===== config.mk =====
export PLATFORM = sky130hd
export DESIGN_NAME = stc_selftest_ctrl
export DESIGN_NICKNAME = d
export VERILOG_FILES = /design/src/pkg/stc_pkg.sv /design/src/design/stc_selftest_ctrl.sv
export SDC_FILE = /design/constraint.sdc
export NUM_CORES = 1
export LEC_CHECK = 0
export ABC_CLOCK_PERIOD_IN_PS = 2050
export BUFFER_PORTS_ARGS = -buffer_cell sky130_fd_sc_hd__buf_2
export CORE_UTILIZATION = 54
export DETAILED_ROUTE_END_ITERATION = 10
export PLACE_DENSITY = 0.87
export SETUP_SLACK_MARGIN = 0.3
export SLEW_MARGIN = 40
export SYNTH_ARGS = -nofsm -noshare
export SYNTH_HDL_FRONTEND = slang
export SYNTH_SLANG_ARGS = --single-unit

===== constraint.sdc =====
create_clock -name pclk -period 2.05 [get_ports pclk]
set_input_delay 0.41 -clock pclk [delete_from_list [all_inputs] [get_ports pclk]]
set_output_delay 0.41 -clock pclk [all_outputs]
set_load 0.05 [all_outputs]

===== src/pkg/stc_pkg.sv =====
// constants and types of the safety self-test control block
package stc_pkg;
  // ==========================================================
  // register map (byte addresses)
  localparam logic [7:0] OFF_ANA_CTRL = 8'h00;
  localparam logic [7:0] OFF_LOG_CTRL = 8'h04;
  localparam logic [7:0] OFF_ANA_STAT = 8'h08;
  localparam logic [7:0] OFF_LOG_STAT = 8'h0c;
  localparam logic [7:0] OFF_CTL = 8'h10;
  localparam logic [7:0] OFF_DEV = 8'h14;
  localparam logic [7:0] OFF_IRQ_STAT = 8'h18;
  localparam logic [7:0] OFF_IRQ_MASK = 8'h1c;
  // ==========================================================
  // field layouts and reset values
  localparam int ANA_N = 4;
  localparam int LOG_N = 6;
  localparam int LST_W = 7;
  localparam int LOG_RUN = 0;
  localparam int CTL_W = 3;
  localparam int CTL_LOCK = 0;
  localparam int CTL_MASK = 1;
  localparam int CTL_REQ = 2;
  localparam logic [CTL_W-1:0] CTL_RST = 3'h1;
  localparam int CNT_W = 4;
  localparam int DEV_TO = 4;
  localparam int DEV_ST = 5;
  localparam int IRQ_W = 7;
  localparam int IRQ_RUN = 4;
  localparam int IRQ_TO = 5;
  localparam int IRQ_CHK = 6;
  // ==========================================================
  // timing
  localparam int CLK_MHZ = 125;
  localparam int DIAG_TO_US = 100;
  localparam int DIAG_TO_CYC = DIAG_TO_US * CLK_MHZ;
  // ==========================================================
  // types
  typedef enum logic [1:0] {
    ST_DIAG = 2'b00,
    ST_ACTIVE = 2'b01,
    ST_SAFE = 2'b10
  } stc_state_t;
  typedef struct packed {
    logic [ANA_N-1:0] done;
    logic [ANA_N-1:0] fail;
  } stc_ares_t;
  typedef struct packed {
    logic [LOG_N-1:0] done;
    logic [LST_W-1:0] result;
  } stc_lres_t;
endpackage


===== src/design/stc_selftest_ctrl.sv =====
// safety self-test control: registers, test launch, diag state logic
//
// The implementer's own choices: the placing of the registers and the APB interface to the registers.
`timescale 1ns/1ps
// Behaviour
// RULE_01 - control registers accept writes only while the write lock is clear
// RULE_02 - both control registers clear on power-on reset and reset event
// RULE_03 - bits 0..3 launch analog groups 1..4; bits 7..4 read-only
// RULE_04 - group finish sets its done flag, and fail flag on failure
// RULE_05 - analog go bit self-clears unless scheduler runs in active state
// RULE_06 - bit 5 runs the logic-test self-check, results D0 and D2
// RULE_07 - bit 4 runs config crc check, result D6, self-clears
// RULE_08 - bit 3 runs nvm crc check, result D5, self-clears
// RULE_09 - bit 2 checks reset-pin monitor, result D4, self-clears
// RULE_10 - bit 1 checks enable-pin monitor, result D3, self-clears
// RULE_11 - bit 0 runs logic test in any state, results D0 D1
// RULE_12 - logic test started in diag clears leave mask, timer keeps running
// RULE_13 - host sets leave mask again after test to stay in diag
// RULE_14 - logic test in active or safe freezes enable pin until done
// RULE_15 - diag timeout moves to safe, sets flag, bumps error counter
// RULE_16 - diag leaves for active when request is 1 and mask is 0
// RULE_17 - writes while locked are ignored and launch nothing
// RULE_18 - reserved control bits read zero and ignore writes
module stc_selftest_ctrl #(
  parameter int DIAG_TO_CYC = stc_pkg::DIAG_TO_CYC
) (
  // clock and reset
  input wire logic pclk,
  input wire logic presetn,
  // apb slave
  input wire logic psel,
  input wire logic penable,
  input wire logic pwrite,
  input wire logic [7:0] paddr,
  input wire logic [31:0] pwdata,
  output logic [31:0] prdata,
  output logic pready,
  output logic pslverr,
  // device events
  input wire logic dev_reset_event,
  input wire logic fault_event,
  input wire logic sched_en,
  // analog test engine
  output logic [stc_pkg::ANA_N-1:0] ana_go,
  input wire stc_pkg::stc_ares_t ana_res,
  // logic test and check engine
  output logic [stc_pkg::LOG_N-1:0] log_go,
  input wire stc_pkg::stc_lres_t log_res,
  // enable/interrupt pin
  input wire logic en_pin_req,
  output logic enable_interrupt_pin,
  // state and interrupt
  output stc_pkg::stc_state_t device_state,
  output logic irq
);

  // ==========================================================
  // apb access
  localparam logic [31:0] TO_LAST = 32'(DIAG_TO_CYC - 1);
  logic pready_q;
  logic pslverr_q;
  logic [31:0] prdata_q;
  logic [31:0] rdat;
  logic hit;
  logic setup;
  logic wr;
  logic rd;
  logic [stc_pkg::ANA_N-1:0] ana_q;
  logic [stc_pkg::LOG_N-1:0] lbc_q;
  logic [2*stc_pkg::ANA_N-1:0] ast_q;
  logic [stc_pkg::LST_W-1:0] lst_q;
  logic [stc_pkg::CTL_W-1:0] ctl_q;
  logic [stc_pkg::CTL_W-1:0] ctl_d;
  logic [stc_pkg::CNT_W-1:0] cnt_q;
  logic [stc_pkg::IRQ_W-1:0] ist_q;
  logic [stc_pkg::IRQ_W-1:0] imk_q;
  logic [stc_pkg::IRQ_W-1:0] ev;
  logic [31:0] tmr_q;
  logic to_q;
  logic frz_q;
  logic pin_q;
  logic lock;
  logic keep;
  logic wr_ana;
  logic wr_lbc;
  logic start_run;
  logic to_hit;
  stc_pkg::stc_state_t st_q;
  stc_pkg::stc_state_t st_d;

  assign setup = psel & ~penable;
  assign wr = psel & penable & pready_q & pwrite;
  assign rd = psel & penable & pready_q & ~pwrite;
  assign lock = ctl_q[stc_pkg::CTL_LOCK];
  assign wr_ana = wr & ~lock & (paddr == stc_pkg::OFF_ANA_CTRL); // see RULE_01
  assign wr_lbc = wr & ~lock & (paddr == stc_pkg::OFF_LOG_CTRL); // see RULE_17
  assign keep = sched_en & (st_q == stc_pkg::ST_ACTIVE);
  assign start_run = wr_lbc & pwdata[stc_pkg::LOG_RUN]
    & ~lbc_q[stc_pkg::LOG_RUN];
  assign to_hit = (st_q == stc_pkg::ST_DIAG) & (tmr_q == TO_LAST);
  assign pready = pready_q;
  assign pslverr = pslverr_q;
  assign prdata = prdata_q;

  // reserved bits padded with zero
  always_comb begin
    hit = 1'b1;
    rdat = '0;
    unique case (paddr)
      stc_pkg::OFF_ANA_CTRL: rdat[stc_pkg::ANA_N-1:0] = ana_q; // see RULE_18
      stc_pkg::OFF_LOG_CTRL: rdat[stc_pkg::LOG_N-1:0] = lbc_q;
      stc_pkg::OFF_ANA_STAT: rdat[2*stc_pkg::ANA_N-1:0] = ast_q;
      stc_pkg::OFF_LOG_STAT: rdat[stc_pkg::LST_W-1:0] = lst_q;
      stc_pkg::OFF_CTL: rdat[stc_pkg::CTL_W-1:0] = ctl_q;
      stc_pkg::OFF_DEV: rdat[stc_pkg::DEV_ST+1:0] = {st_q, to_q, cnt_q};
      stc_pkg::OFF_IRQ_STAT: rdat[stc_pkg::IRQ_W-1:0] = ist_q;
      stc_pkg::OFF_IRQ_MASK: rdat[stc_pkg::IRQ_W-1:0] = imk_q;
      default: hit = 1'b0;
    endcase
  end

  // one-cycle access phase, data captured in setup
  always_ff @(posedge pclk or negedge presetn) begin
    if (!presetn) begin
      pready_q <= 1'b0;
      pslverr_q <= 1'b0;
      prdata_q <= '0;
    end else begin
      pready_q <= setup;
      if (setup) begin
        pslverr_q <= ~hit;
        prdata_q <= rdat;
      end
    end
  end

  // ==========================================================
  // analog test control and status
  always_ff @(posedge pclk or negedge presetn) begin
    if (!presetn) begin
      ana_q <= '0;
    end else if (dev_reset_event) begin
      ana_q <= '0; // see RULE_02
    end else if (wr_ana) begin
      ana_q <= pwdata[stc_pkg::ANA_N-1:0]; // see RULE_03
    end else begin
      ana_q <= ana_q & ~(ana_res.done & {stc_pkg::ANA_N{~keep}}); // see RULE_05
    end
  end

  // sticky done/fail, cleared by read, set wins
  always_ff @(posedge pclk or negedge presetn) begin
    if (!presetn) begin
      ast_q <= '0;
    end else begin
      ast_q <= (rd && paddr == stc_pkg::OFF_ANA_STAT ? '0 : ast_q)
        | {ana_res.done & ana_res.fail, ana_res.done}; // see RULE_04
    end
  end

  assign ana_go = ana_q;

  // ==========================================================
  // logic test and check control
  always_ff @(posedge pclk or negedge presetn) begin
    if (!presetn) begin
      lbc_q <= '0;
    end else if (dev_reset_event) begin
      lbc_q <= '0; // see RULE_02
    end else if (wr_lbc) begin
      lbc_q <= pwdata[stc_pkg::LOG_N-1:0]; // see RULE_06
    end else begin
      lbc_q <= lbc_q & ~log_res.done; // see RULE_08 RULE_09 RULE_10 RULE_11
    end
  end

  // results of the engine captured on any completion
  always_ff @(posedge pclk or negedge presetn) begin
    if (!presetn) begin
      lst_q <= '0;
    end else if (|log_res.done) begin
      lst_q <= log_res.result; // see RULE_07
    end
  end

  assign log_go = lbc_q;

  // ==========================================================
  // enable/interrupt pin hold during logic test started in active or safe
  always_ff @(posedge pclk or negedge presetn) begin
    if (!presetn) begin
      frz_q <= 1'b0;
    end else if (start_run && st_q != stc_pkg::ST_DIAG) begin
      frz_q <= 1'b1; // see RULE_14
    end else if (!lbc_q[stc_pkg::LOG_RUN]) begin
      frz_q <= 1'b0;
    end
  end

  always_ff @(posedge pclk or negedge presetn) begin
    if (!presetn) begin
      pin_q <= 1'b0;
    end else if (!frz_q) begin
      pin_q <= en_pin_req;
    end
  end

  assign enable_interrupt_pin = pin_q;

  // ==========================================================
  // lock, leave mask and leave request
  always_comb begin
    ctl_d = ctl_q;
    if (wr && paddr == stc_pkg::OFF_CTL) begin
      ctl_d = pwdata[stc_pkg::CTL_W-1:0];
      ctl_d[stc_pkg::CTL_REQ] = pwdata[stc_pkg::CTL_REQ]
        & (st_q == stc_pkg::ST_DIAG);
    end
    if (start_run && st_q == stc_pkg::ST_DIAG) begin
      ctl_d[stc_pkg::CTL_MASK] = 1'b0; // see RULE_12
    end
    if (st_q == stc_pkg::ST_DIAG && st_d != stc_pkg::ST_DIAG) begin
      ctl_d[stc_pkg::CTL_REQ] = 1'b0;
    end
  end

  always_ff @(posedge pclk or negedge presetn) begin
    if (!presetn) begin
      ctl_q <= stc_pkg::CTL_RST;
    end else begin
      ctl_q <= ctl_d;
    end
  end

  // ==========================================================
  // device state
  always_comb begin
    st_d = st_q;
    unique case (st_q)
      stc_pkg::ST_DIAG: begin
        if (to_hit) begin
          st_d = stc_pkg::ST_SAFE; // see RULE_15
        end else if (ctl_q[stc_pkg::CTL_REQ] && !ctl_q[stc_pkg::CTL_MASK]) begin
          st_d = stc_pkg::ST_ACTIVE; // see RULE_16
        end
      end
      stc_pkg::ST_ACTIVE: begin
        if (fault_event) begin
          st_d = stc_pkg::ST_SAFE;
        end
      end
      stc_pkg::ST_SAFE: st_d = stc_pkg::ST_SAFE;
      default: st_d = stc_pkg::ST_SAFE;
    endcase
    if (dev_reset_event) begin
      st_d = stc_pkg::ST_DIAG;
    end
  end

  always_ff @(posedge pclk or negedge presetn) begin
    if (!presetn) begin
      st_q <= stc_pkg::ST_DIAG;
    end else begin
      st_q <= st_d;
    end
  end

  // timer ignores logic test activity
  always_ff @(posedge pclk or negedge presetn) begin
    if (!presetn) begin
      tmr_q <= '0;
    end else if (st_q != stc_pkg::ST_DIAG) begin
      tmr_q <= '0;
    end else begin
      tmr_q <= tmr_q + 32'h1; // see RULE_12
    end
  end

  // timeout flag cleared by read, set wins
  always_ff @(posedge pclk or negedge presetn) begin
    if (!presetn) begin
      to_q <= 1'b0;
    end else begin
      to_q <= (to_q & ~(rd && paddr == stc_pkg::OFF_DEV)) | to_hit;
    end
  end

  always_ff @(posedge pclk or negedge presetn) begin
    if (!presetn) begin
      cnt_q <= '0;
    end else if (st_q != stc_pkg::ST_SAFE && st_d == stc_pkg::ST_SAFE) begin
      cnt_q <= cnt_q + 4'h1; // see RULE_15
    end
  end

  assign device_state = st_q;

  // ==========================================================
  // interrupt status and mask
  assign ev = {|log_res.done[stc_pkg::LOG_N-1:1], to_hit,
    log_res.done[stc_pkg::LOG_RUN], ana_res.done};

  always_ff @(posedge pclk or negedge presetn) begin
    if (!presetn) begin
      ist_q <= '0;
      imk_q <= '0;
    end else begin
      if (wr && paddr == stc_pkg::OFF_IRQ_STAT) begin
        ist_q <= (ist_q & ~pwdata[stc_pkg::IRQ_W-1:0]) | ev;
      end else begin
        ist_q <= ist_q | ev;
      end
      if (wr && paddr == stc_pkg::OFF_IRQ_MASK) begin
        imk_q <= pwdata[stc_pkg::IRQ_W-1:0];
      end
    end
  end

  assign irq = |(ist_q & imk_q);
endmodule


# After elaboration in Yosys (flattened, before gate mapping)
# Index checks and enable logic that the tools add are counted.
# Widths: inputs -> output; s select.
dict set report op_classes {
  n_reduce_logical 21
  eq_ne 12
  bitwise_logic 34
  mux 23
  addsub 2
}
# operator count
set op_table {}
lappend op_table {{$add 32x1->32 const B} 1}
lappend op_table {{$eq 32x14->1 const B} 1}
lappend op_table {{$eq 8x5->1 const B} 4}
lappend op_table {{$mux 32} 1}
lappend op_table {{$pmux 3 s8} 1}
lappend op_table {{$eq 8x4->1 const B} 2}
lappend op_table {{$and 1x1->1} 14}
lappend op_table {{$and 7x7->7} 2}
lappend op_table {{$or 7x7->7} 2}
lappend op_table {{$and 4x4->4} 3}
lappend op_table {{$mux 6} 2}
lappend op_table {{$pmux 2 s6} 1}
lappend op_table {{$logic_and 1x1->1} 10}
lappend op_table {{$eq 8x3->1 const B} 1}
lappend op_table {{$logic_not 8->1} 1}
lappend op_table {{$mux 2} 4}
lappend op_table {{$mux 4} 2}
lappend op_table {{$mux 8} 1}
lappend op_table {{$or 8x8->8} 1}
lappend op_table {{$reduce_bool 2->1} 4}
lappend op_table {{$reduce_or 8->1} 1}
lappend op_table {{$mux 7} 1}
lappend op_table {{$not 1->1} 7}
lappend op_table {{$not 7->7} 1}
lappend op_table {{19 further kinds} 24}
dict set report word_totals {
  inputBits 70
  regBits 93
  out_inout_bits 48
  wordCells 110
}

# Longest topological paths before layout
dict set report logic_depth {
  depth_word 9
  depth_mapped 6
  depth_no_buf 5
}

# Least setup slack after synthesis
# Ideal clock, no wire load.
dict set report synth_path {
  path_type {register to register}
  startpoint {reg pready_q (netlist: pready)}
  endpoint {reg ctl_q[2] in the netlist's numbering}
  arrival_time_ns 2.004
  period_less_slack_ns 2.091
  setup_slack_ns -0.041
  path_stages_with_launch 5
  cell_sequence {dfrtp_1 > nand4_1 > or4_4 > or2_2 > a22oi_1}
}
dict set report synth_between {
  elab_chain_cells 4
}
# element line_no
set synth_lines {}
lappend synth_lines {{start: declaration} stc_selftest_ctrl.sv:60} ;# logic pready_q;
lappend synth_lines {{start signal: assignment} stc_selftest_ctrl.sv:129} ;# pready_q <= setup;
lappend synth_lines {{$and 1x1->1 (2 in a row)} stc_selftest_ctrl.sv:92} ;# assign wr = psel & penable & pready_q & pwrite;
lappend synth_lines {{$logic_and 1x1->1} stc_selftest_ctrl.sv:214} ;# if (wr && paddr == stc_pkg::OFF_CTL) begin
lappend synth_lines {{$reduce_bool 2->1 (no source line)} n/a}
lappend synth_lines {{end signal: assignment} stc_selftest_ctrl.sv:229} ;# ctl_q <= stc_pkg::CTL_RST;
lappend synth_lines {{end signal: assignment} stc_selftest_ctrl.sv:231} ;# ctl_q <= ctl_d;
lappend synth_lines {{end: declaration} stc_selftest_ctrl.sv:72} ;# logic [stc_pkg::CTL_W-1:0] ctl_q;
# No other way between the ends.
# A chain may end at the register's enable or synchronous reset.

# Worst setup path after layout
dict set report layout_path {
  startpoint {reg tmr_q[16]}
  endpoint {reg tmr_q[25]}
}
dict set report layout_between {
  elab_chain_cells 2
}
# element line_no
set layout_lines {}
lappend layout_lines {{start: declaration} stc_selftest_ctrl.sv:78} ;# logic [31:0] tmr_q;
lappend layout_lines {{start signal: assignment} stc_selftest_ctrl.sv:275} ;# tmr_q <= tmr_q + 32'h1;
lappend layout_lines {{$add 32x1->32} stc_selftest_ctrl.sv:275}
lappend layout_lines {{$mux 32} stc_selftest_ctrl.sv:272} ;# end else if (st_q != stc_pkg::ST_DIAG) begin
# No other way between the ends.

==> flow_metrics.env <==
export IMPL_cpPeakStageDelay_ns=0.66
export IMPL_period_minus_slack_ns=2.190
export IMPL_cp_top_family="simple AND/OR/NAND/NOR gates"
export IMPL_synthArstFlopShare_pct=100.0
export IMPL_yosysUniqueCellTypes=60
export IMPL_postLayoutCellArea_sq_um=6608
export IMPL_num_vias=5313
export IMPL_cp_required_ns=2.31
export IMPL_setup_tns_ns=-0.1433
export IMPL_dp_cells=694
export IMPL_cts_root_buf="clkbuf_8"
export IMPL_finalCritPeriodShare_pct=106.8
export IMPL_row_count=34
export IMPL_coreArea_sq_um=8891
export IMPL_synth_area_sq_um=5050
export IMPL_startpoint="tmr_q[16]$_DFF_PN0_"
export IMPL_power_density_nw_per_um2=646.4
export IMPL_grt_max_degree=36
export IMPL_die_w_um=98.71
export IMPL_crit_type="flop to flop"
export IMPL_gp_congestion=0.9250
export IMPL_drtIter0Drc=839
export IMPL_synth_warnings=0
export IMPL_finalWorstSetupSlack_ns=-0.1397
export IMPL_avgViaCountPerCell=6.963
export IMPL_crit_reg2reg_launch="tmr_q[16]$_DFF_PN0_"
export IMPL_rsz0062_at_grt="yes"
export IMPL_peakVddDrop_uv=466.1
export IMPL_slew_violations=0
export IMPL_crit_slowest_cell="or4_4"
export IMPL_fp_dieH_um=98.71
export IMPL_drtAntennaViolNets=0
export IMPL_maxClockFrequency_mhz=456.7
export IMPL_instances_no_fill=763
export IMPL_nNetsFinal=722
export IMPL_fp_dieArea_sq_um=9743
export IMPL_arrival_ns=2.45
export IMPL_synth_edf_count=0
export IMPL_hold_viol_final=19
export IMPL_clk_transition_reported_paths_ns=0.11
export IMPL_grt_pass1_wl_um=25000
export IMPL_dpl_cell_area_sq_um=5660
export IMPL_cap_violations=0
export IMPL_final_common_cell="dfrtp_1"
export IMPL_fillers=514
export IMPL_fin_skew_ns=0.01979
export IMPL_yosysTopAreaCell="dfrtp_1"
export IMPL_routed_wl_um=17970
export IMPL_clkSinkCount=93
export IMPL_gr_usage_all_layers_pct=33.27
export IMPL_gr_total_overflow=0
export IMPL_hpwl_um=9486
export IMPL_clockBufferDepth=2
export IMPL_outcome="complete, but fails checks"
export IMPL_first_pass_iters=5
export IMPL_place_ws_ns=-0.1082
export IMPL_violations="hold timing, setup timing"
export IMPL_p_leak_uw=0.002958
export IMPL_hold_buffers=0
export IMPL_antenna_found_initial=0
export IMPL_cts_made_buffers=9
export IMPL_ioPinCount=118
export IMPL_synth_area_leaders="dfrtp_1 (46%), mux2_2 (4.2%), buf_4 (3.6%)"
export IMPL_seq_area_sq_um=2342
export IMPL_endpoint_kind="flop"
export IMPL_cts_htree_levels=3
export IMPL_area_growth_pct=30.85
export IMPL_drc=0
export IMPL_drive_gt1_share_pct=38.93
export IMPL_ys_flop_type="dfrtp_1"
export IMPL_cts_tree="built"
export IMPL_layout_common_cells="dfrtp_1 (81), buf_4 (74), buf_2 (67), nand2_1 (43), nor2_1 (28)"
export IMPL_synthCells=508
export IMPL_numPortBuffers=68
export IMPL_initial_core_util_pct=56.80
export IMPL_routedWlPerCell_um=23.55
export IMPL_synth_top_cell_area_share_pct=45.59
export IMPL_crit_buf_inv=0
export IMPL_clock_latency_ns=0.38
export IMPL_slew_headroom_pct=45.76
export IMPL_critPathMaxFanout=6
export IMPL_hp_class="input pin to asynchronous set/reset pin"
export IMPL_antenna_cells=0
export IMPL_worst_pin_slew_ns=0.8081
export IMPL_ys_seq_area_share_pct=46.11
export IMPL_synth_area_per_cell_sq_um=9.941
export IMPL_utilization_pct=74.32
export IMPL_synth_seq_cells=93
export IMPL_path_cells="nand4_1 -> or4_4 -> nor4_4 -> mux2i_1"
export IMPL_multi_input_area_sq_um=2819
export IMPL_start_kind="flop"
export IMPL_holdWs_ns=-0.01035
export IMPL_setup_viol=2
export IMPL_grt_pass1_vias=4802
==> synth_stat cells (2+ instances only) <==
cell	instances
a211o_1	2
a21o_1	11
a21oi_1	25
a22o_1	8
a22oi_1	6
a31oi_1	7
a32oi_1	2
and2_1	2
and3_1	5
and4_1	2
buf_1	4
buf_2	4
buf_4	24
clkbuf_1	14
dfrtp_1	92
ha_1	2
inv_1	12
mux2_2	19
mux2i_1	9
mux4_2	5
nand2_1	44
nand2b_1	3
nand3_1	23
nand3b_1	8
nand4_1	12
nor2_1	28
nor2b_1	8
nor3_1	9
nor3_2	2
nor4_1	14
nor4b_1	2
o211ai_1	3
o21ai_0	16
o31ai_1	9
or2_2	6
or3_1	20
or4_1	12
or4_4	3
xnor2_1	4
xor2_1	7
==> path summary, 6_finish.rpt <==
kind                       depth (start not counted)  slack (ns)                     to
max                                                4       -0.14    tmr_q[25]$_DFF_PN0_
min                                                1       -0.01    tmr_q[20]$_DFF_PN0_
max reg2reg                                        4       -0.14    tmr_q[25]$_DFF_PN0_
min reg2reg                                        2        0.48  prdata[7]$_DFFE_PN0P_
max in group asynchronous                          2        1.48   ctl_q[0]$_DFFE_PN1P_
min in group pclk                                  2        0.25     ast_q[7]$_DFF_PN0_
==> power by group <==
part | switching [uW] | internal (uW) | total [uW]
clock | 725 | 574 | 1300
sequential | 115 | 1930 | 2050
combinational | 549 | 378 | 927
==> per-stage QoR <==
stage                     total power (uW)  hold WS, ns
after CTS                             4041     0.007093
final                                 4271     -0.01035
after global routing                  4392      0.02859
after detailed placement              2721       0.3967
after floorplan                       2520       0.1144
after global placement                2685       0.3939
==> what timing repair did <==
action | CTS | global route
endpoints found under the hold margin | 0 | 0
resized for setup | 25 | 55
pin swaps | 11 | 29
setup endpoints to repair | 22 | 32
buffers inserted | 29 | 23
gates cloned | 0 | 1
==> logic make-up (layout without fill, tap and decap cells) <==
kind of cell | after synthesis | count (layout) | synth area share (%)
other cells | 1 | 24 | 0.07426
simple gates | 207 | 207 | 22.92
fa+ha+maj | 2 | 2 | 0.4955
xor+xnor | 11 | 11 | 1.908
compound gates | 102 | 102 | 13.53
mux | 34 | 34 | 8.771
buf+inv | 58 | 182 | 6.194
flops | 93 | 93 | 46.11
==> metal layers <==
layer	track usage (%)	routed length, um
met3	6.525	2454
met5	0	0
met1	44.17	6327
met2	52.60	7972
met4	16.65	1211
==> cell type report <==
| class | count | share of cell area, % |
|---|---|---|
| Clock inverter | 6 | 1.079 |
| Clock buffer | 10 | 1.931 |
| Tap cell | 108 | 2.045 |
| Inverter | 12 | 0.6817 |
| Sequential cell | 93 | 35.45 |
| Timing Repair Buffer | 154 | 16.15 |
| Multi-Input combinational cell | 380 | 42.66 |
==> sequential cells by signal (all words and copies together), names as in the netlist, 2 cells and up <==
register and cells:
imk_q 7, ctl_q 3, ana_go 4, ist_q 7, cnt_q 4, prdata 8
log_go 6, device_state 2, lst_q 7, ast_q 8, tmr_q 32
No activity file was read; power rests on OpenSTA's default activity.
